--- config.mk ---
export PLATFORM = sky130hd
export DESIGN_NAME = utx_channel
export DESIGN_NICKNAME = d
export VERILOG_FILES = /design/src/utx_pkg.sv /design/src/utx_channel.sv
export SDC_FILE = /design/constraint.sdc
export NUM_CORES = 1
export LEC_CHECK = 0
export BUFFER_PORTS_ARGS = -buffer_cell sky130_fd_sc_hd__buf_4
export CAP_MARGIN = 40
export CORE_AREA = 2 2 97 118
export CTS_BUF_LIST = sky130_fd_sc_hd__clkbuf_4 sky130_fd_sc_hd__clkbuf_8
export CTS_CLUSTER_DIAMETER = 40
export DETAILED_ROUTE_END_ITERATION = 12
export DIE_AREA = 0 0 99 120
export MAX_ROUTING_LAYER = met4
export PLACE_DENSITY_LB_ADDON = 0.2
export SLEW_MARGIN = 20
export SYNTH_ARGS = -nofsm -noshare
export SYNTH_HDL_FRONTEND = slang
export SYNTH_SLANG_ARGS = --single-unit
--- constraint.sdc ---
create_clock -name aclk -period 3.1 [get_ports aclk]
set_clock_uncertainty 0.05 [all_clocks]
set_input_delay 0.62 -clock aclk [delete_from_list [all_inputs] [get_ports aclk]]
set_output_delay 0.62 -clock aclk [all_outputs]
set_load 0.1 [all_outputs]
--- src/utx_pkg.sv ---
// package for the serial transmit channel: register map, fields, timing and types
package utx_pkg;
   // register byte addresses on the AXI4-Lite bus
   localparam logic [7:0] ADDR_STATUS   = 8'h00;  // channel_status, read only
   localparam logic [7:0] ADDR_START    = 8'h04;  // channel_start_trigger_reg, write only
   localparam logic [7:0] ADDR_STOP     = 8'h08;  // channel_stop_trigger_reg, write only
   localparam logic [7:0] ADDR_TXDATA   = 8'h0c;  // transmit_data, write only
   localparam logic [7:0] ADDR_BAUDDIV  = 8'h10;  // baud divisor, read/write
   localparam logic [7:0] ADDR_ENABLED  = 8'h14;  // channel_enabled_status, read only
   localparam int         ADDR_W        = 8;      // decoded address width

   // field positions
   localparam int BIT_TSF     = 6;  // comm_in_progress_flag
   localparam int BIT_BFF     = 5;  // tx_buffer_valid_flag
   localparam int BIT_PEF     = 1;  // parity_error_flag, never set by a transmitter
   localparam int BIT_OVF     = 0;  // overrun_error_flag, never set by a transmitter
   localparam int BIT_TRIGGER = 0;  // trigger bit of start and stop registers
   localparam int BIT_SE      = 0;  // enabled bit of the enabled register

   // reset values
   localparam logic [15:0] BAUDDIV_RST = 16'h043d;  // 125 MHz / 1085 = about 115200 baud
   localparam logic [7:0]  TXDATA_RST  = 8'h00;

   // bus responses
   localparam logic [1:0] RESP_OKAY   = 2'b00;
   localparam logic [1:0] RESP_SLVERR = 2'b10;

   // frame shape: one start bit, eight data bits lsb first, one stop bit
   localparam logic [2:0] LAST_DATA_BIT = 3'h7;

   // transmitter sequencer states
   typedef enum logic [1:0] {
      TX_IDLE,
      TX_START,
      TX_DATA,
      TX_STOP
   } utx_state_type;

   // status byte as software sees it
   typedef struct packed {
      logic       zero7;  // reads zero
      logic       tsf;    // comm_in_progress_flag
      logic       bff;    // tx_buffer_valid_flag
      logic [2:0] zero4;  // reads zero
      logic       pef;    // parity_error_flag
      logic       ovf;    // overrun_error_flag
   } utx_status_type;
endpackage : utx_pkg

--- src/utx_channel.sv ---
// serial transmit channel with AXI4-Lite registers, status flags and start/stop triggers

module utx_channel (
   // clock and reset
   input  wire logic        aclk,
   input  wire logic        aresetn,
   // axi4-lite write address channel
   input  wire logic [31:0] awaddr,
   input  wire logic [2:0]  awprot,
   input  wire logic        awvalid,
   output logic             awready,
   // axi4-lite write data channel
   input  wire logic [31:0] wdata,
   input  wire logic [3:0]  wstrb,
   input  wire logic        wvalid,
   output logic             wready,
   // axi4-lite write response channel
   output logic [1:0]       bresp,
   output logic             bvalid,
   input  wire logic        bready,
   // axi4-lite read address channel
   input  wire logic [31:0] araddr,
   input  wire logic [2:0]  arprot,
   input  wire logic        arvalid,
   output logic             arready,
   // axi4-lite read data channel
   output logic [31:0]      rdata,
   output logic [1:0]       rresp,
   output logic             rvalid,
   input  wire logic        rready,
   // serial line
   output logic             txd
);

   // bus slave state
   logic                          aw_got_ff;      // write address held
   logic                          w_got_ff;       // write data held
   logic [utx_pkg::ADDR_W-1:0]    waddr_ff;       // held write address
   logic [31:0]                   wdata_ff;       // held write data
   logic                          wlane0_ff;      // byte lane 0 enabled
   logic                          bvalid_ff;      // write response pending
   logic [1:0]                    bresp_ff;       // write response code
   logic                          rvalid_ff;      // read data pending
   logic [31:0]                   rdata_ff;       // read data
   logic [1:0]                    rresp_ff;       // read response code
   logic                          awready_ff;     // write address may be taken
   logic                          wready_ff;      // write data may be taken
   logic                          arready_ff;     // read address may be taken
   logic                          wstrb_hi_ff;    // byte lane 1 enabled
   logic                          wr_go;          // register write this cycle
   logic                          wr_hit;         // write address mapped
   logic                          ar_take;        // read address taken this cycle
   logic [utx_pkg::ADDR_W-1:0]    raddr;          // read address low bits

   // channel state
   logic                          se_ff;          // channel_enabled_status
   logic                          bff_ff;         // tx_buffer_valid_flag
   logic                          tsf_ff;         // comm_in_progress_flag
   logic [7:0]                    tbuf_ff;        // transmit_buffer
   logic [7:0]                    shift_ff;       // shift register
   logic [2:0]                    bitcnt_ff;      // data bit index
   logic [15:0]                   bauddiv_ff;     // clocks per bit
   logic [15:0]                   baudcnt_ff;     // baud divider count
   logic                          tick;           // one-cycle bit-time enable
   logic                          txd_ff;         // serial output
   utx_pkg::utx_state_type        state_ff;       // sequencer state
   utx_pkg::utx_state_type        nxt_state;      // next sequencer state
   logic                          load;           // buffer moves to shifter
   logic                          start_wr;       // start trigger written with one
   logic                          stop_wr;        // stop trigger written with one
   logic                          txdata_wr;      // transmit_data written
   utx_pkg::utx_status_type       status;         // status byte

   // outputs straight from flip-flops
   assign awready = awready_ff;
   assign wready  = wready_ff;
   assign bvalid  = bvalid_ff;
   assign bresp   = bresp_ff;
   assign arready = arready_ff;
   assign rvalid  = rvalid_ff;
   assign rdata   = rdata_ff;
   assign rresp   = rresp_ff;
   assign txd     = txd_ff;

   // write decode: performed once both halves are held
   assign wr_go     = aw_got_ff & w_got_ff & ~bvalid_ff;
   assign wr_hit    = (waddr_ff == utx_pkg::ADDR_STATUS) | (waddr_ff == utx_pkg::ADDR_START)
                    | (waddr_ff == utx_pkg::ADDR_STOP) | (waddr_ff == utx_pkg::ADDR_TXDATA)
                    | (waddr_ff == utx_pkg::ADDR_BAUDDIV) | (waddr_ff == utx_pkg::ADDR_ENABLED);
   assign start_wr  = wr_go & wlane0_ff & (waddr_ff == utx_pkg::ADDR_START)
                    & wdata_ff[utx_pkg::BIT_TRIGGER];
   assign stop_wr   = wr_go & wlane0_ff & (waddr_ff == utx_pkg::ADDR_STOP)
                    & wdata_ff[utx_pkg::BIT_TRIGGER];
   assign txdata_wr = wr_go & wlane0_ff & (waddr_ff == utx_pkg::ADDR_TXDATA);
   assign ar_take   = arvalid & arready_ff;
   assign raddr     = araddr[utx_pkg::ADDR_W-1:0];

   // ready flags hold next cycle's free-to-accept condition, so a taken half,
   // a pending response or reset keeps each one low without a combinational path
   always_ff @(posedge aclk) begin
      if (!aresetn) begin
         awready_ff <= 1'b0;
         wready_ff  <= 1'b0;
         arready_ff <= 1'b0;
      end else begin
         awready_ff <= ~(awvalid & awready_ff) & ~aw_got_ff & ~(bvalid_ff & ~bready);
         wready_ff  <= ~(wvalid & wready_ff) & ~w_got_ff & ~(bvalid_ff & ~bready);
         arready_ff <= ~(arvalid & arready_ff) & ~(rvalid_ff & ~rready);
      end
   end

   // write address capture, released when the register write happens
   always_ff @(posedge aclk) begin
      if (!aresetn) begin
         aw_got_ff <= 1'b0;
         waddr_ff  <= '0;
      end else if (awvalid && awready) begin
         aw_got_ff <= 1'b1;
         waddr_ff  <= {awaddr[utx_pkg::ADDR_W-1:2], 2'b00};
      end else if (wr_go) begin
         aw_got_ff <= 1'b0;
      end
   end

   // write data capture, independent of address order
   always_ff @(posedge aclk) begin
      if (!aresetn) begin
         w_got_ff  <= 1'b0;
         wdata_ff  <= '0;
         wlane0_ff <= 1'b0;
      end else if (wvalid && wready) begin
         w_got_ff  <= 1'b1;
         wdata_ff  <= wdata;
         wlane0_ff <= wstrb[0];
      end else if (wr_go) begin
         w_got_ff <= 1'b0;
      end
   end

   // write response: slverr for unmapped offsets
   always_ff @(posedge aclk) begin
      if (!aresetn) begin
         bvalid_ff <= 1'b0;
         bresp_ff  <= utx_pkg::RESP_OKAY;
      end else if (wr_go) begin
         bvalid_ff <= 1'b1;
         bresp_ff  <= wr_hit ? utx_pkg::RESP_OKAY : utx_pkg::RESP_SLVERR;
      end else if (bready) begin
         bvalid_ff <= 1'b0;
      end
   end

   // status byte assembly; error flags stay zero on a transmit-only channel
   always_comb begin
      status       = '0;
      status.tsf   = tsf_ff;
      status.bff   = bff_ff;
      status.pef   = 1'b0;
      status.ovf   = 1'b0;
   end

   // read channel: data one cycle after the address is taken
   always_ff @(posedge aclk) begin
      if (!aresetn) begin
         rvalid_ff <= 1'b0;
         rdata_ff  <= '0;
         rresp_ff  <= utx_pkg::RESP_OKAY;
      end else if (ar_take) begin
         rvalid_ff <= 1'b1;
         rresp_ff  <= utx_pkg::RESP_OKAY;
         rdata_ff  <= '0;
         case ({raddr[utx_pkg::ADDR_W-1:2], 2'b00})
            utx_pkg::ADDR_STATUS:  rdata_ff <= {24'h000000, status};
            utx_pkg::ADDR_BAUDDIV: rdata_ff <= {16'h0000, bauddiv_ff};
            utx_pkg::ADDR_ENABLED: rdata_ff <= {31'h00000000, se_ff};
            // trigger and data registers are write only and read zero
            utx_pkg::ADDR_START, utx_pkg::ADDR_STOP, utx_pkg::ADDR_TXDATA: rdata_ff <= '0;
            default: rresp_ff <= utx_pkg::RESP_SLVERR;
         endcase
      end else if (rready) begin
         rvalid_ff <= 1'b0;
      end
   end

   // baud divisor register, low 16 bits through lanes 0 and 1
   always_ff @(posedge aclk) begin
      if (!aresetn) begin
         bauddiv_ff <= utx_pkg::BAUDDIV_RST;
      end else if (wr_go && waddr_ff == utx_pkg::ADDR_BAUDDIV) begin
         if (wlane0_ff) begin
            bauddiv_ff[7:0] <= wdata_ff[7:0];
         end
         if (wstrb_hi_ff) begin
            bauddiv_ff[15:8] <= wdata_ff[15:8];
         end
      end
   end

   // byte lane 1 enable, kept beside the data for the divisor
   always_ff @(posedge aclk) begin
      if (!aresetn) begin
         wstrb_hi_ff <= 1'b0;
      end else if (wvalid && wready) begin
         wstrb_hi_ff <= wstrb[1];
      end
   end

   // channel enable: start sets it, stop clears it; stop wins if both
   always_ff @(posedge aclk) begin
      if (!aresetn) begin
         se_ff <= 1'b0;
      end else if (stop_wr) begin
         se_ff <= 1'b0;
      end else if (start_wr) begin
         se_ff <= 1'b1;
      end
   end

   // bit-time divider, restarted at each frame start so the start bit is whole
   always_ff @(posedge aclk) begin
      if (!aresetn) begin
         baudcnt_ff <= '0;
      end else if (state_ff == utx_pkg::TX_IDLE || tick) begin
         baudcnt_ff <= '0;
      end else begin
         baudcnt_ff <= baudcnt_ff + 16'h0001;
      end
   end
   // a divisor of zero or one ticks every clock instead of wrapping the compare
   assign tick = (state_ff != utx_pkg::TX_IDLE)
               && ((bauddiv_ff <= 16'h0001) || (baudcnt_ff >= bauddiv_ff - 16'h0001));

   // buffer to shifter transfer once enabled and the shifter is free: from idle, or at
   // the end of a stop bit so that a waiting byte follows without a gap
   assign load = se_ff & bff_ff & ~stop_wr
               & ((state_ff == utx_pkg::TX_IDLE) | ((state_ff == utx_pkg::TX_STOP) & tick));

   // transmit buffer: a new write sets the flag even in the cycle it is emptied
   always_ff @(posedge aclk) begin
      if (!aresetn) begin
         bff_ff  <= 1'b0;
         tbuf_ff <= utx_pkg::TXDATA_RST;
      end else if (txdata_wr) begin
         bff_ff  <= 1'b1;
         tbuf_ff <= wdata_ff[7:0];
      end else if (load || stop_wr) begin
         bff_ff <= 1'b0;
      end
   end

   // sequencer next state
   always_comb begin
      nxt_state = state_ff;
      case (state_ff)
         utx_pkg::TX_IDLE:  if (load) nxt_state = utx_pkg::TX_START;
         utx_pkg::TX_START: if (tick) nxt_state = utx_pkg::TX_DATA;
         utx_pkg::TX_DATA: begin
            if (tick && bitcnt_ff == utx_pkg::LAST_DATA_BIT) begin
               nxt_state = utx_pkg::TX_STOP;
            end
         end
         utx_pkg::TX_STOP: begin
            if (tick) begin
               nxt_state = load ? utx_pkg::TX_START : utx_pkg::TX_IDLE;
            end
         end
         default: nxt_state = utx_pkg::TX_IDLE;
      endcase
      if (stop_wr) begin
         nxt_state = utx_pkg::TX_IDLE;
      end
   end

   // sequencer state, bit counter and shift register
   always_ff @(posedge aclk) begin
      if (!aresetn) begin
         state_ff  <= utx_pkg::TX_IDLE;
         bitcnt_ff <= '0;
         shift_ff  <= '0;
      end else begin
         state_ff <= nxt_state;
         if (load) begin
            shift_ff  <= tbuf_ff;
            bitcnt_ff <= '0;
         end else if (tick && state_ff == utx_pkg::TX_DATA) begin
            shift_ff  <= {1'b0, shift_ff[7:1]};
            bitcnt_ff <= bitcnt_ff + 3'h1;
         end
      end
   end

   // serial line: idle high, start low, data lsb first, stop high
   always_ff @(posedge aclk) begin
      if (!aresetn) begin
         txd_ff <= 1'b1;
      end else begin
         case (nxt_state)
            utx_pkg::TX_START: txd_ff <= 1'b0;
            utx_pkg::TX_DATA:  txd_ff <= (state_ff == utx_pkg::TX_DATA && tick)
                                         ? shift_ff[1] : shift_ff[0];
            default:           txd_ff <= 1'b1;
         endcase
      end
   end

   // communication in progress from buffer load until the stop bit ends
   always_ff @(posedge aclk) begin
      if (!aresetn) begin
         tsf_ff <= 1'b0;
      end else begin
         tsf_ff <= (nxt_state != utx_pkg::TX_IDLE);
      end
   end

endmodule : utx_channel

==> parameters.txt <==
Parameter                              Value

Placed design
  Placed standard-cell area ... 5820 µm²
  Weighted congestion reported at the end of routability-driven placement ... 0.859
  Post-Place Setup Slack ... -0.203 ns
  Half-perimeter wire length after placement ... 8.03 mm
  I/O Buffers ... 60

Synth
  Total standard cell area after synthesis ... 5040 µm²
  Main combinational cell family by area after synthesis ... simple AND/OR/NAND/NOR gates
  Count leader, synth ... sky130_fd_sc_hd__dfxtp_1
  Post-synthesis area per instance ... 8.80 µm²
  Number of enable flip-flop cells after synthesis ... 0
  Dominant register cell in the synthesized netlist ... sky130_fd_sc_hd__dfxtp_1
  Leading cell types by total area after synthesis ... sky130_fd_sc_hd__dfxtp_1 42%, sky130_fd_sc_hd__nand2_1 7.1%, sky130_fd_sc_hd__a21boi_0 5.2%, sky130_fd_sc_hd__ha_1 5.2%, sky130_fd_sc_hd__mux2i_1 4.8%
  Synth Area in XOR/XNOR ... 5.22%
  Fraction of registers with async set/reset ... 0%
  Cell type with the highest aggregate area in the netlist ... sky130_fd_sc_hd__dfxtp_1
  Synthesized instance count ... 572
  Unique masters post-synth ... 53
  Top cell type's share of synthesized area ... 42.1%
  #FFs+latches synth ... 106
  Synthesized-area fraction occupied by ao, oa, aoi and oai cells ... 12.4%
  Yosys warns ... 0
  Adder-cell share of the synthesized area ... 5.22%
  Sequential-to-total area share from yosys stat ... 42.1%
  Post-synthesis mux area share ... 5.22%
  Commonest cells post-synth ... 106 x sky130_fd_sc_hd__dfxtp_1, 95 x sky130_fd_sc_hd__nand2_1, 43 x sky130_fd_sc_hd__nor2_1
  Basic-gate share of the synthesized area counting and, or, nand and nor cells ... 24.0%

Global routing
  Antenna violations before repair ... 0
  Wire length of the first global-routing pass ... 18.3 mm
  Largest net degree at the start of global routing ... 59
  Overflow left after global routing ... 0
  GR Util All Layers ... 19.4%
  Number of global-route vias before repair ... 3851

Setup path
  Cell-by-cell trace of the critical path ... nor4_4, or4b_4, nor2_4, xnor2_2, ha_1, nand4_1, nor3_2, o311a_1, o41a_4, and2_4, a211o_1, o21a_1
  Required time of the worst setup path ... 3.32 ns
  Critical setup path kind ... flip-flop to flip-flop
  Cell depth of the worst flop-to-flop path ... 12
  Max incr delay on CP ... 0.55 ns
  Start of the worst register-to-register path ... bauddiv_ff[8]
  Biggest fanout along the worst timing path ... 7
  Minimum setup slack among reg-to-reg paths ... -0.17 ns
  Crit path arrival time ... 3.49 ns
  End of the worst register-to-register path ... txd
  Worst setup EP type ... flip-flop
  Startpoint types ... flip-flop
  CP max stage cell ... sky130_fd_sc_hd__o41a_4

Power
  Power density relative to cell area ... 417 nW/µm²
  Switching share of total power ... 27.5%
  Power share of the sequential group ... 55.1%
  Logic gate share of total power ... 10.4%
  Largest voltage drop on the vdd net ... 287 µV
  Static power due to leakage ... 2.52 nW
  Proportion of power drawn by the clock network ... 34.5%
  Cell-internal power ... 1.85 mW
  NetSw ... 0.702 mW

Die
  Effective utilization at floorplan ... 46.7%
  Rows ... 42
  Floorplan die height ... 120 µm
  Die width ... 99 µm
  Top-Level Pins ... 155
  Core area ... 10800 µm²
  Die area ... 11900 µm²

Timing
  Rel. slew slack ... 56.3%
  Final worst path period share ... 105%
  Final-report setup violation count ... 30
  Min cycle time layout ... 3.27 ns
  Number of failing hold endpoints at the final stage ... 0
  Hold slack final ... 0.415 ns
  Achievable Freq ... 306 MHz
  Worst path setup slack after routing ... -0.166 ns
  RSZ-0062 raised after global routing ... yes
  Final slew viol count ... 0
  Transition at the pin with the smallest max-transition slack ... 0.656 ns

Routing
  Number of DRC violations after detailed-routing iteration 0 ... 89
  Post-DRT Antenna Nets ... 0
  WL per Instance ... 13.5 µm
  Total length of routed wires ... 10.7 mm
  Drt first pass iters ... 4
  Via count ... 4043
  Drc violations ... 0
  Via density ... 5.07

Layout
  Layout Cell Area excl Fill ... 6110 µm²
  Post-layout utilization of the core ... 56.7%
  Diode insertion count for antenna repair ... 0
  Net total in the final layout ... 795
  P&R area growth vs syn ... 21.3%
  Fillcell total ... 959
  Fraction of final layout cells sized beyond drive strength 1 ... 22.1%

Clock network
  CTS sink cnt ... 106
  Inserted Clock Buffers ... 9
  TritonCTS clock tree ... built
  Number of buffers on the longest clock path ... 2
  Clock slew seen by the registers of the worst setup and hold paths ... 0.10 ns
  Clock Root Buffer ... sky130_fd_sc_hd__clkbuf_8
  Source-to-sink clock delay at the later pin of the worst-skew pair ... 0.38 ns
  H-tree Lvls ... 3

Outcome
  Violations in the final reports ... setup timing
  Outcome ... finished with violations

Run
  Max-cap viol count ... 0

Worst hold path
  Hold Crit Depth ... 1
  HP Start ... aw_got_ff
  Kind of path behind the tightest hold check ... flip-flop to flip-flop
  Hold-critical path endpoint ... awready
## final cells by class
type	count	area, µm²	area share [%]
repair buffers	102	777	12.7
multi-input cells	431	2800	45.8
clock inverters	5	62.6	1.02
well taps	132	165	2.70
clock buffers	11	139	2.27
flip-flops and latches	106	2130	34.8
inverters	11	41.3	0.676
## state kept, by name (all words and copies together), names as in the netlist, 2 cells and up
signal      count
shift_ff        8
wdata_ff       16
state_ff        2
tbuf_ff         8
rdata          16
baudcnt_ff     16
bitcnt_ff       3
waddr_ff        6
bauddiv_ff     16
## cell usage in the layout, fill, tap and decap left out, types with 13 or more instances in the layout
cell type / count
sky130_fd_sc_hd__dfxtp_1: 103
sky130_fd_sc_hd__buf_4: 99
sky130_fd_sc_hd__nand2_1: 95
sky130_fd_sc_hd__nor2_1: 37
sky130_fd_sc_hd__a21boi_0: 35
sky130_fd_sc_hd__nand3_1: 33
sky130_fd_sc_hd__nor2b_1: 32
sky130_fd_sc_hd__mux2i_1: 24
sky130_fd_sc_hd__ha_1: 20
sky130_fd_sc_hd__conb_1: 18
sky130_fd_sc_hd__xnor2_1: 16
sky130_fd_sc_hd__a21oi_1: 13
sky130_fd_sc_hd__a22oi_1: 13
## what timing repair did
| action | CTS | global route |
|---|---|---|
| setup endpoints to repair | 30 | 32 |
| endpoints found under the hold margin | 0 | 0 |
| pin swaps | 15 | 3 |
| hold buffers | 0 | 0 |
| resized for setup | 15 | 4 |
| setup buffers | 2 | 0 |
| gates cloned | 0 | 0 |
## power by group through the flow
stage	registers [mW]	logic, mW	clock network [mW]
final	1.40	0.265	0.880
after global routing	1.41	0.281	0.958
after CTS	1.40	0.266	0.898
after detailed placement	1.43	0.266	0
after global placement	1.43	0.263	0
after floorplan	1.47	0.179	0
## metrics by stage
stage                     total power [mW]  cells  setup TNS (ns)
after global routing                  2.65    798           -7.93
final                                 2.55    798           -1.76
after global placement                1.70    780           -3.06
after detailed placement              1.70    780           -2.95
after CTS                             2.57    798           -3.14
after floorplan                       1.65    589          -0.158
## logic make-up after synthesis
group           after synthesis
fa+ha+maj                    21
flops                       106
simple gates                247
xor+xnor                     30
buf+inv                      52
mux                          26
compound gates               89
other cells                   1
## worst max path at each step
stage	from	end	slack, ns	cells past startpoint
2_1_floorplan	bauddiv_ff[11]	txd	-0.13	13
3_3_place_gp	bauddiv_ff[11]	txd	-0.23	13
3_5_place_dp	bauddiv_ff[11]	txd	-0.20	13
4_1_cts	bauddiv_ff[8]	txd	-0.20	13
5_1_grt	bauddiv_ff[8]	txd	-0.33	13
6_report	bauddiv_ff[8]	txd	-0.17	12
## metal layers
layer	global-route usage, %	up-vias	share of wire, %
met4	6.51	0	1.8
met2	30.7	58	49
met5	-	-	0
met3	3.44	15	3.0
li1	-	2088	-
met1	25.1	1882	46
## worst max-delay path: cells and delay by family (launching register included)
kind | cells | cell delay (ns)
flip-flops | 1 | 0.35
XOR/XNOR | 1 | 0.12
AND/OR/NAND/NOR | 6 | 1.30
adder cells (fa/ha/maj) | 1 | 0.27
AO/OA/AOI/OAI | 4 | 1.08
Note: power is estimated with default switching activity, not from simulation.
